**src/rtl/ccu_pkg.sv**
```systemverilog
package ccu_pkg;

   // widths of the timer, prescaler and pll divider
   localparam int TIMER_W = 16;
   localparam int PRESC_W = 10;
   localparam int PLLDIV_W = 4;
   localparam int NUM_CMP = 4;
   localparam int NUM_CAP = 2;
   localparam int NUM_FLAGS = 7;
   localparam int EVT_W = 4;

   // pll multiplier factor, unused: the pwm modes step at the divided reference rate
   localparam int PLL_MULT = 32;

   // timer terminal values
   localparam logic [15:0] TIMER_ZERO = 16'h0000;
   localparam logic [15:0] TIMER_ONE = 16'h0001;
   localparam logic [15:0] BYTE_MASK = 16'h00FF;
   localparam logic [PRESC_W-1:0] PRESC_TOP = 10'h3FF;
   localparam logic [PRESC_W-1:0] PRESC_RESET = 10'h3FF;
   localparam logic [3:0] PLLDIV_ZERO = 4'h0;

   // capture noise filter: samples of the new level needed
   localparam logic [2:0] FILTER_SAMPLES = 3'h4;

   // interrupt flag positions
   localparam int FLAG_OVF = 0;
   localparam int FLAG_CAP0 = 1;
   localparam int FLAG_CMP0 = 3;

   // timer modes, one-hot
   typedef enum logic [2:0] {
      MODE_BASIC = 3'b001,
      MODE_ASYM = 3'b010,
      MODE_SYM = 3'b100
   } timer_mode_e;

endpackage : ccu_pkg

```
**src/rtl/capture_if.sv**
```systemverilog
`timescale 1ns/1ps
// carries the running timer to a capture channel and its result back
interface capture_if;
   import ccu_pkg::*;
   logic [TIMER_W-1:0] timer_value;
   logic capture_strobe;
   logic [TIMER_W-1:0] capture_value;

   modport unit (output timer_value, input capture_strobe, capture_value);
   modport chan (input timer_value, output capture_strobe, capture_value);
endinterface : capture_if

```
**src/rtl/capture_channel.sv**
```systemverilog
`timescale 1ns/1ps
module capture_channel
   import ccu_pkg::*;
(
   input wire logic core_clk_in,
   input wire logic reset_in,
   input wire logic pin_in,
   input wire logic filter_en_in,
   input wire logic rising_sel_in,
   input wire logic [EVT_W-1:0] event_count_in,
   capture_if.chan cap
);

   logic sync1_reg; // first stage, read only by sync2
   logic sync2_reg;
   logic sync3_reg;
   logic level_reg; // accepted input level
   logic [2:0] agree_reg; // consecutive samples of the new level
   logic [EVT_W-1:0] evt_reg; // qualifying events so far
   logic edge_evt; // recognised edge of chosen sense
   logic accept;
   logic strobe_reg;
   logic [TIMER_W-1:0] value_reg;

   ////////////////////////////////////////////////////////////////////
   // three stage synchroniser
   always_ff @(posedge core_clk_in or posedge reset_in) begin
      if (reset_in) begin
         sync1_reg <= 1'b0;
         sync2_reg <= 1'b0;
         sync3_reg <= 1'b0;
      end else begin
         sync1_reg <= pin_in;
         sync2_reg <= sync1_reg;
         sync3_reg <= sync2_reg;
      end
   end

   // a new level counts only once stages two and three agree
   // four sample filter
   always_comb begin
      accept = 1'b0;
      if (sync2_reg == sync3_reg && sync3_reg != level_reg) begin
         accept = !filter_en_in || (agree_reg == FILTER_SAMPLES - 3'h1);
      end
   end

   // filter sample counter, restarts on any disagreement
   always_ff @(posedge core_clk_in or posedge reset_in) begin
      if (reset_in) begin
         agree_reg <= 3'h0;
      end else if (sync2_reg != sync3_reg || sync3_reg == level_reg) begin
         agree_reg <= 3'h0;
      end else if (!accept) begin
         agree_reg <= agree_reg + 3'h1;
      end else begin
         agree_reg <= 3'h0;
      end
   end

   // accepted level
   always_ff @(posedge core_clk_in or posedge reset_in) begin
      if (reset_in) begin
         level_reg <= 1'b0;
      end else if (accept) begin
         level_reg <= sync3_reg;
      end
   end

   assign edge_evt = accept && (sync3_reg == rising_sel_in);

   always_ff @(posedge core_clk_in or posedge reset_in) begin
      if (reset_in) begin
         evt_reg <= '0;
      end else if (edge_evt) begin
         evt_reg <= (evt_reg >= event_count_in) ? '0 : evt_reg + 4'h1;
      end
   end

   always_ff @(posedge core_clk_in or posedge reset_in) begin
      if (reset_in) begin
         strobe_reg <= 1'b0;
         value_reg <= TIMER_ZERO;
      end else begin
         strobe_reg <= edge_evt && (evt_reg >= event_count_in);
         if (edge_evt && (evt_reg >= event_count_in)) begin
            value_reg <= cap.timer_value;
         end
      end
   end

   assign cap.capture_strobe = strobe_reg;
   assign cap.capture_value = value_reg;

   ////////////////////////////////////////////////////////////////////
   // copy holds event timer
   a_capture_copy: assert property (@(posedge core_clk_in)
      disable iff (reset_in) strobe_reg |-> value_reg == $past(cap.timer_value))
      else $error("capture value is not the timer at the event");

   a_filter_delay: assert property (@(posedge core_clk_in)
      disable iff (reset_in)
      (filter_en_in && $changed(level_reg)) |->
         $past(sync3_reg, 1) == level_reg && $past(sync3_reg, 4) == level_reg)
      else $error("filtered edge accepted too early");

   c_capture_seen: cover property (@(posedge core_clk_in)
      disable iff (reset_in) strobe_reg);

endmodule : capture_channel

```
**src/rtl/capture_compare_unit.sv**
```systemverilog
`timescale 1ns/1ps
module capture_compare_unit
   import ccu_pkg::*;
(
   input wire logic core_clk_in,
   input wire logic reset_in,
   input wire logic run_in,
   input wire timer_mode_e mode_in,
   input wire logic dir_up_in,
   input wire logic eight_bit_in,
   input wire logic alt_pairs_in,
   input wire logic [3:0] pll_input_divider_in,
   input wire logic [PRESC_W-1:0] presc_reload_in,
   input wire logic [TIMER_W-1:0] timer_reload_in,
   input wire logic [7:0] host_byte_in,
   input wire logic timer_hi_wr_in,
   input wire logic timer_lo_wr_in,
   input wire logic timer_lo_rd_in,
   output logic [7:0] timer_lo_out,
   output logic [7:0] timer_hi_out,
   input wire logic [TIMER_W-1:0] compare_a_in,
   input wire logic [TIMER_W-1:0] compare_b_in,
   input wire logic [TIMER_W-1:0] compare_c_in,
   input wire logic [TIMER_W-1:0] compare_d_in,
   input wire logic [NUM_CMP-1:0] chan_en_in,
   input wire logic [NUM_CMP-1:0] chan_pol_in,
   output logic [NUM_CMP-1:0] compare_pin_out,
   input wire logic [NUM_CAP-1:0] capture_pin_in,
   input wire logic [NUM_CAP-1:0] cap_filter_en_in,
   input wire logic [NUM_CAP-1:0] cap_rising_in,
   input wire logic [EVT_W-1:0] cap_event_count_in,
   output logic [TIMER_W-1:0] capture0_out,
   output logic [TIMER_W-1:0] capture1_out,
   input wire logic [NUM_FLAGS-1:0] irq_en_in,
   input wire logic [NUM_FLAGS-1:0] flag_clr_in,
   output logic [NUM_FLAGS-1:0] flags_out,
   output logic irq_out
);

   logic [3:0] pll_div_reg; // reference divider count
   logic unit_tick; // one pulse per unit timer clock
   logic [PRESC_W-1:0] presc_reg; // prescaler count
   logic presc_tick; // one pulse per timer step
   logic [TIMER_W-1:0] timer_reg; // main timer
   logic [TIMER_W-1:0] top; // reload value at current width
   logic count_up; // effective direction
   logic sym_up_reg; // symmetrical half in progress
   logic ovf_evt; // reload this cycle
   logic step_reg; // timer moved last cycle
   logic [7:0] wr_shadow_reg; // high byte awaiting low write
   logic [7:0] rd_shadow_reg; // high byte frozen at low read
   logic [TIMER_W-1:0] cmp_val [NUM_CMP];
   logic [NUM_CMP-1:0] match_evt; // compare events
   logic [NUM_CMP-1:0] output_halt_value_reg; // held pin levels
   logic [NUM_CMP-1:0] gate; // alternating pair gating
   logic alt_phase_reg; // which pair member is active
   logic [NUM_FLAGS-1:0] flag_set;
   logic [NUM_FLAGS-1:0] flag_reg; // sticky interrupt flags
   logic [NUM_CMP-1:0] pin_reg;

   ////////////////////////////////////////////////////////////////////
   // unit clock selection
   // reference divider n plus one
   always_ff @(posedge core_clk_in or posedge reset_in) begin
      if (reset_in) begin
         pll_div_reg <= PLLDIV_ZERO;
      end else if (pll_div_reg >= pll_input_divider_in) begin
         pll_div_reg <= PLLDIV_ZERO;
      end else begin
         pll_div_reg <= pll_div_reg + 4'h1;
      end
   end

   // clock source by mode, multiplier limit
   // the x32 multiplier cannot run above the core clock, so the pwm
   // modes step at the divided reference rate; ratios stay exact
   assign unit_tick = (mode_in == MODE_BASIC) ? 1'b1 :
                      (pll_div_reg >= pll_input_divider_in);

   always_ff @(posedge core_clk_in or posedge reset_in) begin
      if (reset_in) begin
         presc_reg <= PRESC_RESET;
      end else if (unit_tick) begin
         if (presc_reg == PRESC_TOP) begin
            presc_reg <= presc_reload_in;
         end else begin
            presc_reg <= presc_reg + 10'h001;
         end
      end
   end

   assign presc_tick = unit_tick && (presc_reg == PRESC_TOP) && run_in;
   ////////////////////////////////////////////////////////////////////
   // main timer
   // eight bit width option
   assign top = eight_bit_in ? (timer_reload_in & BYTE_MASK) :
                timer_reload_in;

   // direction at once, asym forces down
   always_comb begin
      case (mode_in)
         MODE_BASIC: count_up = dir_up_in;
         MODE_ASYM: count_up = 1'b0;
         MODE_SYM: count_up = sym_up_reg;
         default: count_up = dir_up_in;
      endcase
   end

   always_comb begin
      ovf_evt = 1'b0;
      if (presc_tick && !timer_lo_wr_in) begin
         if (mode_in == MODE_SYM) begin
            ovf_evt = !count_up && timer_reg == TIMER_ZERO;
         end else if (count_up) begin
            ovf_evt = timer_reg >= top;
         end else begin
            ovf_evt = timer_reg == TIMER_ZERO;
         end
      end
   end

   // host write wins, low byte commits both
   always_ff @(posedge core_clk_in or posedge reset_in) begin
      if (reset_in) begin
         timer_reg <= TIMER_ZERO;
      end else if (timer_lo_wr_in) begin
         timer_reg <= {wr_shadow_reg, host_byte_in};
      end else if (presc_tick) begin
         if (mode_in == MODE_SYM) begin
            if (count_up && timer_reg >= top) begin
               timer_reg <= timer_reg - TIMER_ONE;
            end else if (!count_up && timer_reg == TIMER_ZERO) begin
               timer_reg <= TIMER_ONE;
            end else if (count_up) begin
               timer_reg <= timer_reg + TIMER_ONE;
            end else begin
               timer_reg <= timer_reg - TIMER_ONE;
            end
         end else if (ovf_evt) begin
            timer_reg <= count_up ? TIMER_ZERO : top;
         end else if (count_up) begin
            timer_reg <= timer_reg + TIMER_ONE;
         end else begin
            timer_reg <= timer_reg - TIMER_ONE;
         end
      end
   end

   always_ff @(posedge core_clk_in or posedge reset_in) begin
      if (reset_in) begin
         sym_up_reg <= 1'b1;
      end else if (mode_in != MODE_SYM) begin
         sym_up_reg <= 1'b1;
      end else if (presc_tick && !timer_lo_wr_in) begin
         if (sym_up_reg && timer_reg >= top) begin
            sym_up_reg <= 1'b0;
         end else if (!sym_up_reg && timer_reg == TIMER_ZERO) begin
            sym_up_reg <= 1'b1;
         end
      end
   end

   always_ff @(posedge core_clk_in or posedge reset_in) begin
      if (reset_in) begin
         wr_shadow_reg <= 8'h00;
         rd_shadow_reg <= 8'h00;
      end else begin
         if (timer_hi_wr_in) begin
            wr_shadow_reg <= host_byte_in;
         end
         if (timer_lo_rd_in) begin
            rd_shadow_reg <= timer_reg[15:8];
         end
      end
   end

   assign timer_lo_out = timer_reg[7:0];
   assign timer_hi_out = rd_shadow_reg;

   // marks cycles in which the timer holds a freshly stepped value
   always_ff @(posedge core_clk_in or posedge reset_in) begin
      if (reset_in) begin
         step_reg <= 1'b0;
      end else begin
         step_reg <= presc_tick || timer_lo_wr_in;
      end
   end
   ////////////////////////////////////////////////////////////////////
   // compare channels
   assign cmp_val[0] = compare_a_in;
   assign cmp_val[1] = compare_b_in;
   assign cmp_val[2] = compare_c_in;
   assign cmp_val[3] = compare_d_in;

   always_comb begin
      for (int i = 0; i < NUM_CMP; i++) begin
         match_evt[i] = step_reg && chan_en_in[i] &&
                        timer_reg == cmp_val[i];
      end
   end

   // level held, compare drives it
   // halt value keeps its level across enable so the pin never glitches
   always_ff @(posedge core_clk_in or posedge reset_in) begin
      if (reset_in) begin
         output_halt_value_reg <= '0;
      end else begin
         for (int i = 0; i < NUM_CMP; i++) begin
            if (match_evt[i]) begin
               case (mode_in)
                  MODE_BASIC: output_halt_value_reg[i] <=
                                 !output_halt_value_reg[i];
                  MODE_ASYM: output_halt_value_reg[i] <= 1'b1;
                  MODE_SYM: output_halt_value_reg[i] <= !sym_up_reg;
                  default: output_halt_value_reg[i] <=
                              output_halt_value_reg[i];
               endcase
            end else if (ovf_evt && mode_in == MODE_ASYM &&
                         chan_en_in[i]) begin
               output_halt_value_reg[i] <= 1'b0;
            end
         end
      end
   end

   always_ff @(posedge core_clk_in or posedge reset_in) begin
      if (reset_in) begin
         alt_phase_reg <= 1'b0;
      end else if (ovf_evt) begin
         alt_phase_reg <= !alt_phase_reg;
      end
   end

   // alternate gating of a/b and c/d
   always_comb begin
      gate = '1;
      if (alt_pairs_in && mode_in == MODE_ASYM) begin
         gate = alt_phase_reg ? 4'b1010 : 4'b0101;
      end
   end

   always_ff @(posedge core_clk_in or posedge reset_in) begin
      if (reset_in) begin
         pin_reg <= '0;
      end else begin
         pin_reg <= (output_halt_value_reg & gate) ^ chan_pol_in;
      end
   end

   assign compare_pin_out = pin_reg;
   ////////////////////////////////////////////////////////////////////
   // capture channels
   capture_if cap_bus [NUM_CAP] ();
   generate
      for (genvar c = 0; c < NUM_CAP; c++) begin : g_cap
         assign cap_bus[c].timer_value = timer_reg;
         capture_channel u_cap (
            .core_clk_in(core_clk_in),
            .reset_in(reset_in),
            .pin_in(capture_pin_in[c]),
            .filter_en_in(cap_filter_en_in[c]),
            .rising_sel_in(cap_rising_in[c]),
            .event_count_in(cap_event_count_in),
            .cap(cap_bus[c])
         );
         assign flag_set[FLAG_CAP0 + c] = cap_bus[c].capture_strobe;
      end
   endgenerate

   assign capture0_out = cap_bus[0].capture_value;
   assign capture1_out = cap_bus[1].capture_value;
   ////////////////////////////////////////////////////////////////////
   // interrupt flags
   // reload raises overflow flag
   assign flag_set[FLAG_OVF] = ovf_evt;
   assign flag_set[FLAG_CMP0 +: NUM_CMP] = match_evt;

   always_ff @(posedge core_clk_in or posedge reset_in) begin
      if (reset_in) begin
         flag_reg <= '0;
      end else begin
         flag_reg <= (flag_reg & ~flag_clr_in) | flag_set;
      end
   end

   assign irq_out = |(flag_reg & irq_en_in);
   assign flags_out = flag_reg;
   ////////////////////////////////////////////////////////////////////
   // checks
   a_irq_or: assert property (@(posedge core_clk_in)
      disable iff (reset_in) irq_out == |(flags_out & irq_en_in))
      else $error("request differs from enabled flags");
   a_flag_sticky: assert property (@(posedge core_clk_in)
      disable iff (reset_in)
      (flag_reg[FLAG_OVF] && !flag_clr_in[FLAG_OVF]) |=> flag_reg[FLAG_OVF])
      else $error("overflow flag dropped without clear");
   a_ovf_flag: assert property (@(posedge core_clk_in)
      disable iff (reset_in)
      ovf_evt |=> flag_reg[FLAG_OVF])
      else $error("reload did not set overflow flag");
   a_down_reload: assert property (@(posedge core_clk_in)
      disable iff (reset_in) (ovf_evt && !count_up && mode_in != MODE_SYM)
      |=> timer_reg == $past(top))
      else $error("down count did not reload");
   a_asym_down: assert property (@(posedge core_clk_in)
      disable iff (reset_in)
      (presc_tick && mode_in == MODE_ASYM && !timer_lo_wr_in &&
       timer_reg != TIMER_ZERO) |=> timer_reg == $past(timer_reg) - TIMER_ONE)
      else $error("asymmetrical mode did not count down");
   a_presc_ratio: assert property (@(posedge core_clk_in)
      disable iff (reset_in) (unit_tick && presc_reg == PRESC_TOP)
      |=> presc_reg == $past(presc_reload_in))
      else $error("prescaler did not reload");
   a_match_flag: assert property (@(posedge core_clk_in)
      disable iff (reset_in) (step_reg && chan_en_in[0] &&
      timer_reg == compare_a_in) |=> flag_reg[FLAG_CMP0])
      else $error("compare match flag not set");
   a_halt_hold: assert property (@(posedge core_clk_in)
      disable iff (reset_in)
      (!chan_en_in[1] && !ovf_evt) |=> $stable(output_halt_value_reg[1]))
      else $error("disabled channel level moved");
   a_polarity: assert property (@(posedge core_clk_in)
      disable iff (reset_in)
      1'b1 |=> compare_pin_out == (($past(output_halt_value_reg) & $past(gate))
                                   ^ $past(chan_pol_in)))
      else $error("pin does not follow polarity");
   c_sym_turn: cover property (@(posedge core_clk_in) disable iff (reset_in)
      mode_in == MODE_SYM && $fell(sym_up_reg));
   c_alt_pair: cover property (@(posedge core_clk_in) disable iff (reset_in)
      alt_pairs_in && mode_in == MODE_ASYM && $rose(alt_phase_reg));
   c_irq: cover property (@(posedge core_clk_in) disable iff (reset_in)
      $rose(irq_out));

endmodule : capture_compare_unit

```
**config.mk**
```make
export PLATFORM = sky130hd
export DESIGN_NAME = capture_compare_unit
export DESIGN_NICKNAME = d
export VERILOG_FILES = /design/src/rtl/ccu_pkg.sv /design/src/rtl/capture_if.sv /design/src/rtl/capture_channel.sv /design/src/rtl/capture_compare_unit.sv
export SDC_FILE = /design/constraint.sdc
export NUM_CORES = 1
export LEC_CHECK = 0
export BUFFER_PORTS_ARGS = -buffer_cell sky130_fd_sc_hd__buf_2
export CORE_ASPECT_RATIO = 1.2
export CORE_MARGIN = 3
export CORE_UTILIZATION = 60
export CTS_BUF_LIST = sky130_fd_sc_hd__clkbuf_4 sky130_fd_sc_hd__clkbuf_8
export DETAILED_ROUTE_END_ITERATION = 7
export GPL_TIMING_DRIVEN = 0
export HOLD_SLACK_MARGIN = 0.05
export MAX_ROUTING_LAYER = met4
export PLACE_DENSITY = 0.89
export SLEW_MARGIN = 10
export SYNTH_ARGS = -nofsm -noshare
export SYNTH_HDL_FRONTEND = slang
export SYNTH_SLANG_ARGS = --single-unit
```
**constraint.sdc**
```tcl
create_clock -name core_clk_in -period 5.3 [get_ports core_clk_in]
set_input_delay 0.265 -clock core_clk_in [delete_from_list [all_inputs] [get_ports core_clk_in]]
set_output_delay 0.265 -clock core_clk_in [all_outputs]
set_load 0.02 [all_outputs]
```
==> results.md, run 1 <==
* All-Layer GR Usage at 40.90%
* Seq/Total Area, Yosys at between 30% and 40%
* Largest net degree at the start of global routing at 75
* Maximum fanout along the worst path at 10
* Most numerous cell in the Yosys netlist: dfrtp_1
* DR pass1 iterations at 6
* Skew final at approximately 0.014 ns
* Avg Synthesized Cell Area at between 9 and 10 µm²
* Post-synthesis compound-gate area fraction at between 10% and 20%
* Mean number of vias per cell at ~6.4
* Largest family of logic cells by synthesized area: simple AND/OR/NAND/NOR gates
* Post-Synthesis Cell Area at about 0.0078 mm²
* Total wire length at between 20,000 and 30,000 µm
* Synth Instances at ~800
* Leakage at about 4.4 nW
* Total grt overflow at 0
* Die Y at 131.2 µm
* N_diodes at 0
* Slew @ Worst Pin at 1.180 ns
* Min Hold Slack at around 0.057 ns
* Slew margin rel. at 20.75%
* Share of the synthesized area in the top cell type at 34.82%
* Status: complete, no violations
* # nets final at about 1,200
* Max clock buf depth at 2
* Synth top area cells: dfrtp_1, xnor2_1, mux2_2, ha_1, dfstp_2
* Ys async rst share at 100.0%
* Share of layout cells above drive strength 1 at a little under a third
* Via count of the routed design at 7,913
* Final hold viol count at 0
* Die area at around 0.014 mm²
* Ys flop type: dfrtp_1
* Die X at ~110 µm
* H-tree lvl count at 4
* HP Class: in2reg
* Max cap viols at 0
* DR DRC count at 0
* GP Congestion at about 1.1
* Hold_buf cts at 15
* Max FFs per register at 32
* FP Rows at 45
* Commonest cells in the netlist: dfrtp_1, xnor2_1, nor2_1, nand2_1, mux2_2
* Peak VDD IR at roughly 200 µV
* Core area at approximately 0.013 mm²
* Total CTS buffers at 17
* Resize count post-CTS at 0
* Area grow syn2layout at 23.10%
* Simple-gate share of the synthesized area at between 10% and 20%
* CTS tree: built
* Adder-cell share of the synthesized area at a little over 6%
* Io pins at between 200 and 250
* Mux contribution to synthesized area at a little under 9%
* Root Driver: clkbuf_8
* CP Class: reg2reg
* Vias in the first global route at 7,905
* Worst EP required at 5.61 ns
* Clk slew on worst S/H paths at about 0.080 ns
* DR iter-0 viols at 982
* Drt wl/cell at 23.08 µm
* Synthesized Nets at 1,005
* Final Cycle Share at 80.50%
* Slew Limit Fails at 0
* First-pass GRT wire length at between 40,000 and 50,000 µm
* Worst skew pair latency at about 0.46 ns
* CP startpoint kind: flip-flop
* #FFs+latches synth at between 100 and 150
* IO buf count at 201
* Worst path arrival time at approximately 4.6 ns
* Clock net sink count at 120
* Endpoints failing setup at 0
* Post-CTS Setup Inserts at 0
* Cell area power density at ~360 mW/mm²
* Synth cell types at 77
* RSZ-0062 raised after global routing: false
* Post-synth EDFFs at 0
* DRT antenna net count at 0
* Synth warn at 0
* HPWL Detailed at just over 20,000 µm
* Leading area contributor after synthesis: dfrtp_1
* Xor/xnor cell area share of the yosys netlist at between 10% and 20%
* Setup tns final at 0 ns
* Post-layout min period at approximately 4.3 ns
* Fmax at 234.4 MHz
* Crit path capture type: flip-flop
* Antenna violations before repair at 0
* Starting Density at 61.56%
## critical path: stages, from the launching register on
cell	delay, ns
dfrtp_1	0.42
clkbuf_1	0.65
inv_1	0.22
ha_1	0.33
a31oi_1	0.13
nor2b_1	0.06
o31ai_1	0.48
a31o_2	0.27
clkbuf_1	0.47
a211oi_1	0.12
a2111oi_0	0.79
o31ai_1	0.17
## area by class of cell
| class | count | area [µm²] |
|---|---|---|
| tap | 164 | 205.2 |
| clock inverter | 15 | 181.4 |
| sequential | 120 | 3017 |
| timing repair buffer | 217 | 1184 |
| buffer | 56 | 262.8 |
| multi-input combinational | 609 | 4419 |
| inverter | 36 | 140.1 |
| clock buffer | 17 | 234.0 |
| fill | 897 | 3082 |
## cells in the final DEF (no fill, tap or decap), drive strengths merged, types with 14 or more instances in the layout
master	synthesis	final
buf	19	221
dfrtp	109	109
xnor2	86	86
nor2	61	61
nand2	60	60
mux2	54	54
clkbuf	37	54
inv	35	43
ha	38	38
o21ai	32	32
nand3	27	27
nand4	26	26
a21oi	24	24
a31oi	21	21
xor2	15	15
dlygate4sd3	0	15
a211oi	14	14
## power by group
group	total (W)	internal, W	switching (W)
clock	0.000888	0.000437	0.000451
combinational	0.00125	0.000509	0.000745
sequential	0.00132	0.00115	0.000168
total	0.00346	0.00209	0.00136
## routing by layer
layer | global-route usage (%) | part of all wire [%] | up-vias
met5 | - | 0 | -
met4 | 27.86 | 8.1 | 0
met3 | 11.11 | 12 | 174
met2 | 60.46 | 45 | 594
met1 | 47.95 | 34 | 3731
li1 | - | - | 3414
## metrics by stage
stage	std cells	instance area [µm²]	power [W]	setup slack (ns)	util (%)
final	1234	9643	0.003458	1.033	75.78
after global routing	1234	9643	0.003624	0.9859	75.78
after CTS	1234	9643	0.003420	1.221	75.78
after detailed placement	1187	9077	0.002530	1.319	71.34
after global placement	1186	9045	0.002479	0.5017	71.08
after floorplan	821	7834	0.002093	1.867	-
## path summary, 6_finish.rpt
path	from	endpoint	slack, ns	cells past startpoint
max in group asynchronous	reset_in	flags_out[5]$_DFF_PP0_	4.20	4
max reg2reg	cap_bus[0].timer_value[0]$_DFFE_PP0P_	cap_bus[0].timer_value[4]$_DFFE_PP0P_	1.03	11
min	host_byte_in[6]	cap_bus[0].timer_value[6]$_DFFE_PP0P_	0.06	3
min in group asynchronous	reset_in	timer_hi_out[1]$_DFFE_PP0P_	0.39	3
max	cap_bus[0].timer_value[0]$_DFFE_PP0P_	cap_bus[0].timer_value[4]$_DFFE_PP0P_	1.03	11
min reg2reg	g_cap[1].u_cap.sync1_reg$_DFF_PP0_	g_cap[1].u_cap.sync2_reg$_DFF_PP0_	0.35	0
## kinds of logic (layout without fill, tap and decap cells)
family | after synthesis | after routing
DFF | 120 | 120
buffers and inverters | 92 | 341
muxes | 62 | 62
AOI/OAI and AO/OA | 156 | 156
and+or+nand+nor | 252 | 252
adders and majority gates | 38 | 38
xor gates and xnor gates | 101 | 101
No activity file was read; power rests on OpenSTA's default activity.
==> run 2, diff against run 1 <==
- ABC_AREA: not set -> 1
- CORE_UTILIZATION: 60 -> 50
- PLACE_DENSITY: 0.89 -> 0.79
- clock period: 5.3 -> 3.7 ns (I/O delays scaled with it)
==> run 2 against run 1 <==
- first-iteration DRC count is 17% lower
- register-to-register slack worse by 0.55 ns
- setup slack worse by 0.55 ns
- die area is 25% higher
- clock-buffer cell count is 2 higher
==> results.md, run 2 <==
* Status: complete, no violations
* Drt wl/cell at 16.67 µm (-28%)
* Total grt overflow at 0 (unchanged)
* Slew margin rel. at 55.61% (+35 points)
* Post-layout min period at 3.220 ns (-1.047 ns)
* Leakage at 5.463 nW (+23%)
* CP startpoint kind: flip-flop
* DP Worst Slack at 0.5645 ns (-0.7543 ns)
* Slew Limit Fails at 0 (unchanged)
* Via count of the routed design at 8,741 (+10%)
* Fmax at 310.6 MHz (+33%)
* Worst skew pair latency at 0.45 ns (about the same)
* Maximum fanout along the worst path at 11 (+1)
* Largest stage delay on the critical path at 0.54 ns (-0.25 ns)
* Root Driver: clkbuf_8
* Synth warn at 0 (unchanged)
* IO buf count at 204 (+1.5%)
* Leading area contributor after synthesis: dfrtp_1
* Worst path arrival time at 3.55 ns (-1.02 ns)
* Commonest cells in the netlist: nand2_1, inv_1, o21ai_0, dfrtp_1, nor2_1
* CTS tree: built
* Avg Synthesized Cell Area at 7.222 µm² (-24%)
* FP Rows at 50 (+11%)
* Post-Synthesis Cell Area at 0.008262 mm² (+5.5%)
* Io pins at 206 (unchanged)
* H-tree lvl count at 4 (unchanged)
* Die Y at 146.8 µm (+12%)
* Fillers at 1,405 (+57%)
* Post-placement cell count at 1,557 (+31%)
* Peak VDD IR at 402.9 µV (+100%)
* Largest net degree at the start of global routing at 78 (+4.0%)
* Slew @ Worst Pin at 0.6658 ns (-0.5138 ns)
* Crit path capture type: flip-flop
* Total wire length at 27,150 µm (-4.7%)
* Total CTS buffers at 17 (unchanged)
* Share of layout cells above drive strength 1 at 23.03% (-7.2 points)
* #FFs+latches synth at 120 (unchanged)
* Die area at 0.01811 mm² (+25%)
* Die X at 123.3 µm (+12%)
* Starting Density at 51.99% (-9.6 points)
* HPWL Detailed at 20,550 µm (+0.49%)
* Crit-path cells: inv_1, clkbuf_1, ha_1, nand3_4, nor3_4, nand2_2, nor2_4, nand2_2, nand2_2, buf_6, nand2_2, nand2_1, nand3_1, nand2_1, nand2_1
* Max clock buf depth at 2 (unchanged)
* Hold_buf cts at 39 (+24)
* Max cap viols at 0 (unchanged)
* Critical path's most frequent cell: nand2_2
* Antenna violations before repair at 1 (+1)
* Cell area power density at 492.2 mW/mm² (+37%)
* HP Class: in2reg
* RSZ-0062 raised after global routing: false
* GP Congestion at 0.9794 (-7.1%)
* Mean number of vias per cell at 5.366 (-16%)
* First-pass GRT wire length at 42,590 µm (-0.63%)
* Final Non-Filler Cells at 1,629 (+32%)
* Synth Instances at 1,144 (+39%)
* Seq/Total Area, Yosys at 36.51% (-2.0 points)
* Skew final at 0.02079 ns (+0.006965 ns)
* Endpoints failing setup at 0 (unchanged)
* Post-CTS Setup Inserts at 0 (unchanged)
* Worst Slack Setup Final at 0.4803 ns (-0.5530 ns)
* DR pass1 iterations at 7 (+1)
* Synthesized Nets at 1,328 (+32%)
* Max FFs per register at 32 (unchanged)
* Slowest library cell on the worst path: dfrtp_1
* Multi-input logic area at 0.004414 mm² (-0.11%)
* Ys async rst share at 100.0% (unchanged)
* CP Class: reg2reg
* Resize count post-CTS at 0 (unchanged)
* Clock net sink count at 120 (unchanged)
* # nets final at 1,591 (+28%)
* Setup tns final at 0 ns (unchanged)
* Most numerous cell in the Yosys netlist: nand2_1
* Worst EP required at 4.03 ns (-1.58 ns)
* Share of the synthesized area in the top cell type at 33.02% (-1.8 points)
* FF+latch area at 0.003017 mm² (unchanged)
* Most common cell after layout, fill and taps aside: nand2_1
* Synth cell types at 42 (-45%)
* All-Layer GR Usage at 30.99% (-9.9 points)
* Core area at 0.01589 mm² (+25%)
* DR DRC count at 0 (unchanged)
* DR iter-0 viols at 812 (-17%)
* Final Cycle Share at 87.02% (+6.5 points)
* DRT antenna net count at 0 (unchanged)
* Vias in the first global route at 8,622 (+9.1%)
* Ys flop type: dfrtp_1
* Synth top area cells: dfrtp_1, nand2_1, o21ai_0, inv_1, ha_1
* Commonest cells after routing, fill and taps aside: nand2_1, buf_2, inv_1
* Final hold viol count at 0 (unchanged)
* Clk slew on worst S/H paths at 0.07 ns (about the same)
* Post-synth EDFFs at 0 (unchanged)
* Area grow syn2layout at 25.81%
-- run 2: worst paths after layout --
kind	from	endpoint	slack [ns]	cells after the start
min	presc_reload_in[9]	presc_reg[9]$_DFFE_PP1P_	0.08	3
min reg2reg	g_cap[1].u_cap.sync1_reg$_DFF_PP0_	g_cap[1].u_cap.sync2_reg$_DFF_PP0_	0.35	0
max reg2reg	cap_bus[0].timer_value[0]$_DFFE_PP0P_	cap_bus[0].timer_value[0]$_DFFE_PP0P_	0.48	15
min in group asynchronous	reset_in	cap_bus[0].timer_value[4]$_DFFE_PP0P_	0.30	3
max	cap_bus[0].timer_value[0]$_DFFE_PP0P_	cap_bus[0].timer_value[0]$_DFFE_PP0P_	0.48	15
max in group asynchronous	reset_in	sym_up_reg$_DFFE_PP1P_	2.65	4
-- run 2: routing by layer --
metal	share of wire [%]	wire, µm	GRT usage, %
met2	47	12790	49.99
met5	0	0	-
met3	9.8	2659	6.084
met1	39	10500	37.05
met4	4.4	1204	14.57
-- run 2: cell families (layout without fill, tap and decap cells) --
logic type	Yosys count	in the layout	share of synthesized area, %
XOR/XNOR	57	57	6.043
AO/OA/AOI/OAI	188	188	12.10
adder cells (fa/ha/maj)	38	38	5.755
buffers and inverters	191	467	10.06
flip-flops	120	120	36.51
multiplexers	1	1	0.1212
other	0	1	0
AND/OR/NAND/NOR	549	549	29.41
-- run 2: stage by stage --
| step | util (%) | total power, W | hold WS (ns) | area [µm²] |
|---|---|---|---|---|
| finish | 65.41 | 0.005116 | 0.07881 | 10390 |
| floorplan | - | 0.003133 | 0.2164 | 8262 |
| global route | 65.41 | 0.005429 | 0.09003 | 10390 |
| detailed placement | 60.26 | 0.003777 | 0.2345 | 9575 |
| CTS | 65.39 | 0.005112 | 0.05395 | 10390 |
| global placement | 60.06 | 0.003711 | 0.2940 | 9543 |
-- run 2: cell type report --
cell class	count	share of cell area, %
antenna	1	0.02408
buffer	51	2.937
clock buffer	19	2.456
clock inverter	13	1.637
inverter	140	5.104
multi-input combinational	833	42.47
sequential	120	29.02
tap	208	2.504
timing repair buffer	244	13.84
-- run 2: power by group --
group	internal, W	switching [W]
Sequential	0.00167	0.000275
Clock	0.000698	0.000590
Combinational	0.000711	0.00118
-- run 2: critical path, delay by kind of cell (launching register included) --
kind	cells	cell delay [ns]
and+or+nand+nor	11	1.35
buffers and inverters	3	0.85
DFF	1	0.54
adders and majority gates	1	0.36
==> run 3, diff against run 2 <==
- ABC_AREA: 1 -> not set
==> run 3 against run 2 <==
- via count is 13% lower
- critical path depth is 4 lower
- die area is 5.0% lower
- register-to-register slack worse by 0.40 ns
- clock skew is 0.0047 ns lower
- setup slack worse by 0.40 ns
- design area is 5.3% lower
- critical endpoint is now cap_bus[0].timer_value[3]$_DFFE_PP0P_
- largest power group unchanged
==> results.md, run 3 (synthesis gave the netlist of run 1 again) <==
* DR pass1 iterations at 6 (-1)
* Leakage at 4.487 nW (-18%)
* Clk slew on worst S/H paths at 0.08 ns (about the same)
* DR DRC count at 0 (unchanged)
* Max FFs per register at 32 (unchanged)
* CTS tree: built
* Fmax at 276.3 MHz (-11%)
* First-pass GRT wire length at 40,990 µm (-3.8%)
* Worst path arrival time at 3.93 ns (+0.38 ns)
* Io pins at 206 (unchanged)
* Area grow syn2layout at 25.70% (about the same)
* Reg2Reg Setup Slack at 0.08 ns (-0.40 ns)
* Worst Slack Setup Final at 0.08061 ns (-0.3997 ns)
* Skew final at 0.01607 ns (-0.004719 ns)
* Worst skew pair latency at 0.44 ns (about the same)
* Status: complete, no violations
* DP Worst Slack at -0.3414 ns (-0.9060 ns)
* FP Rows at 49 (-2.0%)
* Peak VDD IR at 204.8 µV (-49%)
* HP Class: in2reg
* Total CTS buffers at 17 (unchanged)
* Die Y at 143.1 µm (-2.5%)
* Reg2reg end: cap_bus[0].timer_value[3]$_DFFE_PP0P_
* Min Hold Slack at 0.06878 ns (-0.01003 ns)
* Final hold viol count at 0 (unchanged)
* Via count of the routed design at 7,626 (-13%)
* Crit path capture type: flip-flop
* Crit-path cells: clkbuf_2, inv_1, ha_1, or4b_4, buf_6, nor4_4, and2_2, nand4_2, nor2_4, a2111oi_0, o31ai_1
* RSZ-0062 raised after global routing: false
* Post-layout min period at 3.619 ns (+0.3997 ns)
* IO buf count at 201 (-1.5%)
* Antenna violations before repair at 0 (-1)
* Largest stage delay on the critical path at 0.49 ns (-0.05 ns)
* Drt wl/cell at 21.17 µm (+27%)
* Most common cell after layout, fill and taps aside: buf_2
* Slew @ Worst Pin at 0.9461 ns (+0.2802 ns)
* Final Cycle Share at 97.82% (+11 points)
* All-Layer GR Usage at 32.23% (+1.2 points)
* Hold_sp: presc_reload_in[5]
* Share of layout cells above drive strength 1 at 30.41% (+7.4 points)
* Power consumption at 0.004924 W (-3.7%)
* N_diodes at 0 (-1)
* Hold path depth at 3 (unchanged)
* Slowest library cell on the worst path: or4b_4
* HPWL Detailed at 20,230 µm (-1.6%)
* CP Class: reg2reg
* H-tree lvl count at 4 (unchanged)
* Vias in the first global route at 7,480 (-13%)
* Die X at 120.3 µm (-2.5%)
* Endpoints failing setup at 0 (unchanged)
* Total grt overflow at 0 (unchanged)
* # nets final at 1,253 (-21%)
* Worst r2r path cells at 11 (-4)
* Slew Limit Fails at 0 (unchanged)
* Largest net degree at the start of global routing at 78 (unchanged)
* Slew margin rel. at 36.93% (-19 points)
* Total wire length at 27,230 µm (+0.28%)
* CP startpoint kind: flip-flop
* Maximum fanout along the worst path at 10 (-1)
* Mean number of vias per cell at 5.930 (+11%)
* DRT antenna net count at 0 (unchanged)
* Max clock buf depth at 2 (unchanged)
* Root Driver: clkbuf_8
* GP Congestion at 1.025 (+4.6%)
* Clock net sink count at 120 (unchanged)
* Worst EP required at 4.01 ns (-0.02 ns)
* Commonest cells after routing, fill and taps aside: buf_2, dfrtp_1, xnor2_1
* Cell area power density at 500.1 mW/mm² (+1.6%)
* Starting Density at 51.73% (-0.26 points)
* Min-Delay Endpoint: presc_reg[5]$_DFFE_PP1P_
* Fillers at 1,245 (-11%)
* Die area at 0.01721 mm² (-5.0%)
* Max cap viols at 0 (unchanged)
* Core area at 0.01514 mm² (-4.7%)
* DR iter-0 viols at 850 (+4.7%)
* Worst R2R Start: cap_bus[0].timer_value[0]$_DFFE_PP0P_
## run 3: changes by cell type in the layout (fill, tap and decap cells not counted), sizes merged, moves of 16 or more
cell	previous run	this run
clkbuf	37	54
xnor2	28	86
o21ai	117	32
mux2	0	54
nor2	97	61
nand2	312	60
inv	139	38
nand3	71	27
buf	238	222
## run 3: where the power goes
group / switching, W / total [W] / internal (W)
combinational: 0.00102 / 0.00175 / 0.000738
clock: 0.000595 / 0.00128 / 0.000689
sequential: 0.000241 / 0.00189 / 0.00164
## run 3: worst max path at each step
stage,slack (ns),endpoint,cells past startpoint,from
2_1_floorplan,0.35,alt_phase_reg$_DFFE_PP0P_,1,reset_in
3_3_place_gp,-1.03,compare_pin_out[2]$_DFF_PP0_,2,reset_in
3_5_place_dp,-0.34,output_halt_value_reg[2]$_DFFE_PP0P_,11,cap_bus[0].timer_value[0]$_DFFE_PP0P_
4_1_cts,0.07,cap_bus[0].timer_value[14]$_DFFE_PP0P_,9,cap_bus[0].timer_value[1]$_DFFE_PP0P_
5_1_grt,0.006,cap_bus[0].timer_value[3]$_DFFE_PP0P_,11,cap_bus[0].timer_value[0]$_DFFE_PP0P_
6_report,0.08,cap_bus[0].timer_value[3]$_DFFE_PP0P_,11,cap_bus[0].timer_value[0]$_DFFE_PP0P_
## run 3: area by class of cell
cell class,instances,area (µm²),area share [%]
Clock buffer,18,247.7,2.516
Multi-Input combinational cell,609,4442,45.11
Sequential cell,120,3018,30.65
Tap cell,204,255.2,2.592
Timing Repair Buffer,230,1311,13.32
Buffer,55,260.3,2.643
Inverter,36,140.1,1.423
Clock inverter,14,172.7,1.753
## run 3: repair_timing
| action | in CTS | in global routing |
|---|---|---|
| hold buffers | 27 | 0 |
| gates resized for setup | 1 | 6 |
| setup buffers | 1 | 0 |
| setup endpoints to repair | 14 | 13 |
| pin swaps | 1 | 0 |
| hold endpoints to repair | 62 | 0 |
## run 3: worst max-delay path, delay by kind of cell (launching register included)
| family | cells | cell delay, ns |
|---|---|---|
| DFF | 1 | 0.42 |
| AOI/OAI and AO/OA | 2 | 0.45 |
| adders and majority gates | 1 | 0.26 |
| buffers and inverters | 3 | 0.62 |
| and+or+nand+nor | 5 | 1.73 |
## run 3: routing by layer
layer | share of wire (%) | vias up | track usage (%) | routed length, µm
li1 | - | 3436 | - | -
met3 | 8.4 | 103 | 6.616 | 2297
met4 | 5.0 | 0 | 16.41 | 1353
met2 | 49 | 434 | 53.40 | 13260
met5 | 0 | - | - | 0
met1 | 38 | 3653 | 37.22 | 10320
## run 3: stage by stage
step | TNS, ns | util, % | cell area [µm²] | cells
floorplan | 0 | - | 7834 | 821
global placement | -112.97 | 60.06 | 9095 | 1226
detailed placement | -1.655 | 60.27 | 9128 | 1227
CTS | 0 | 64.87 | 9823 | 1286
global route | 0 | 65.03 | 9847 | 1286
finish | 0 | 65.03 | 9847 | 1286
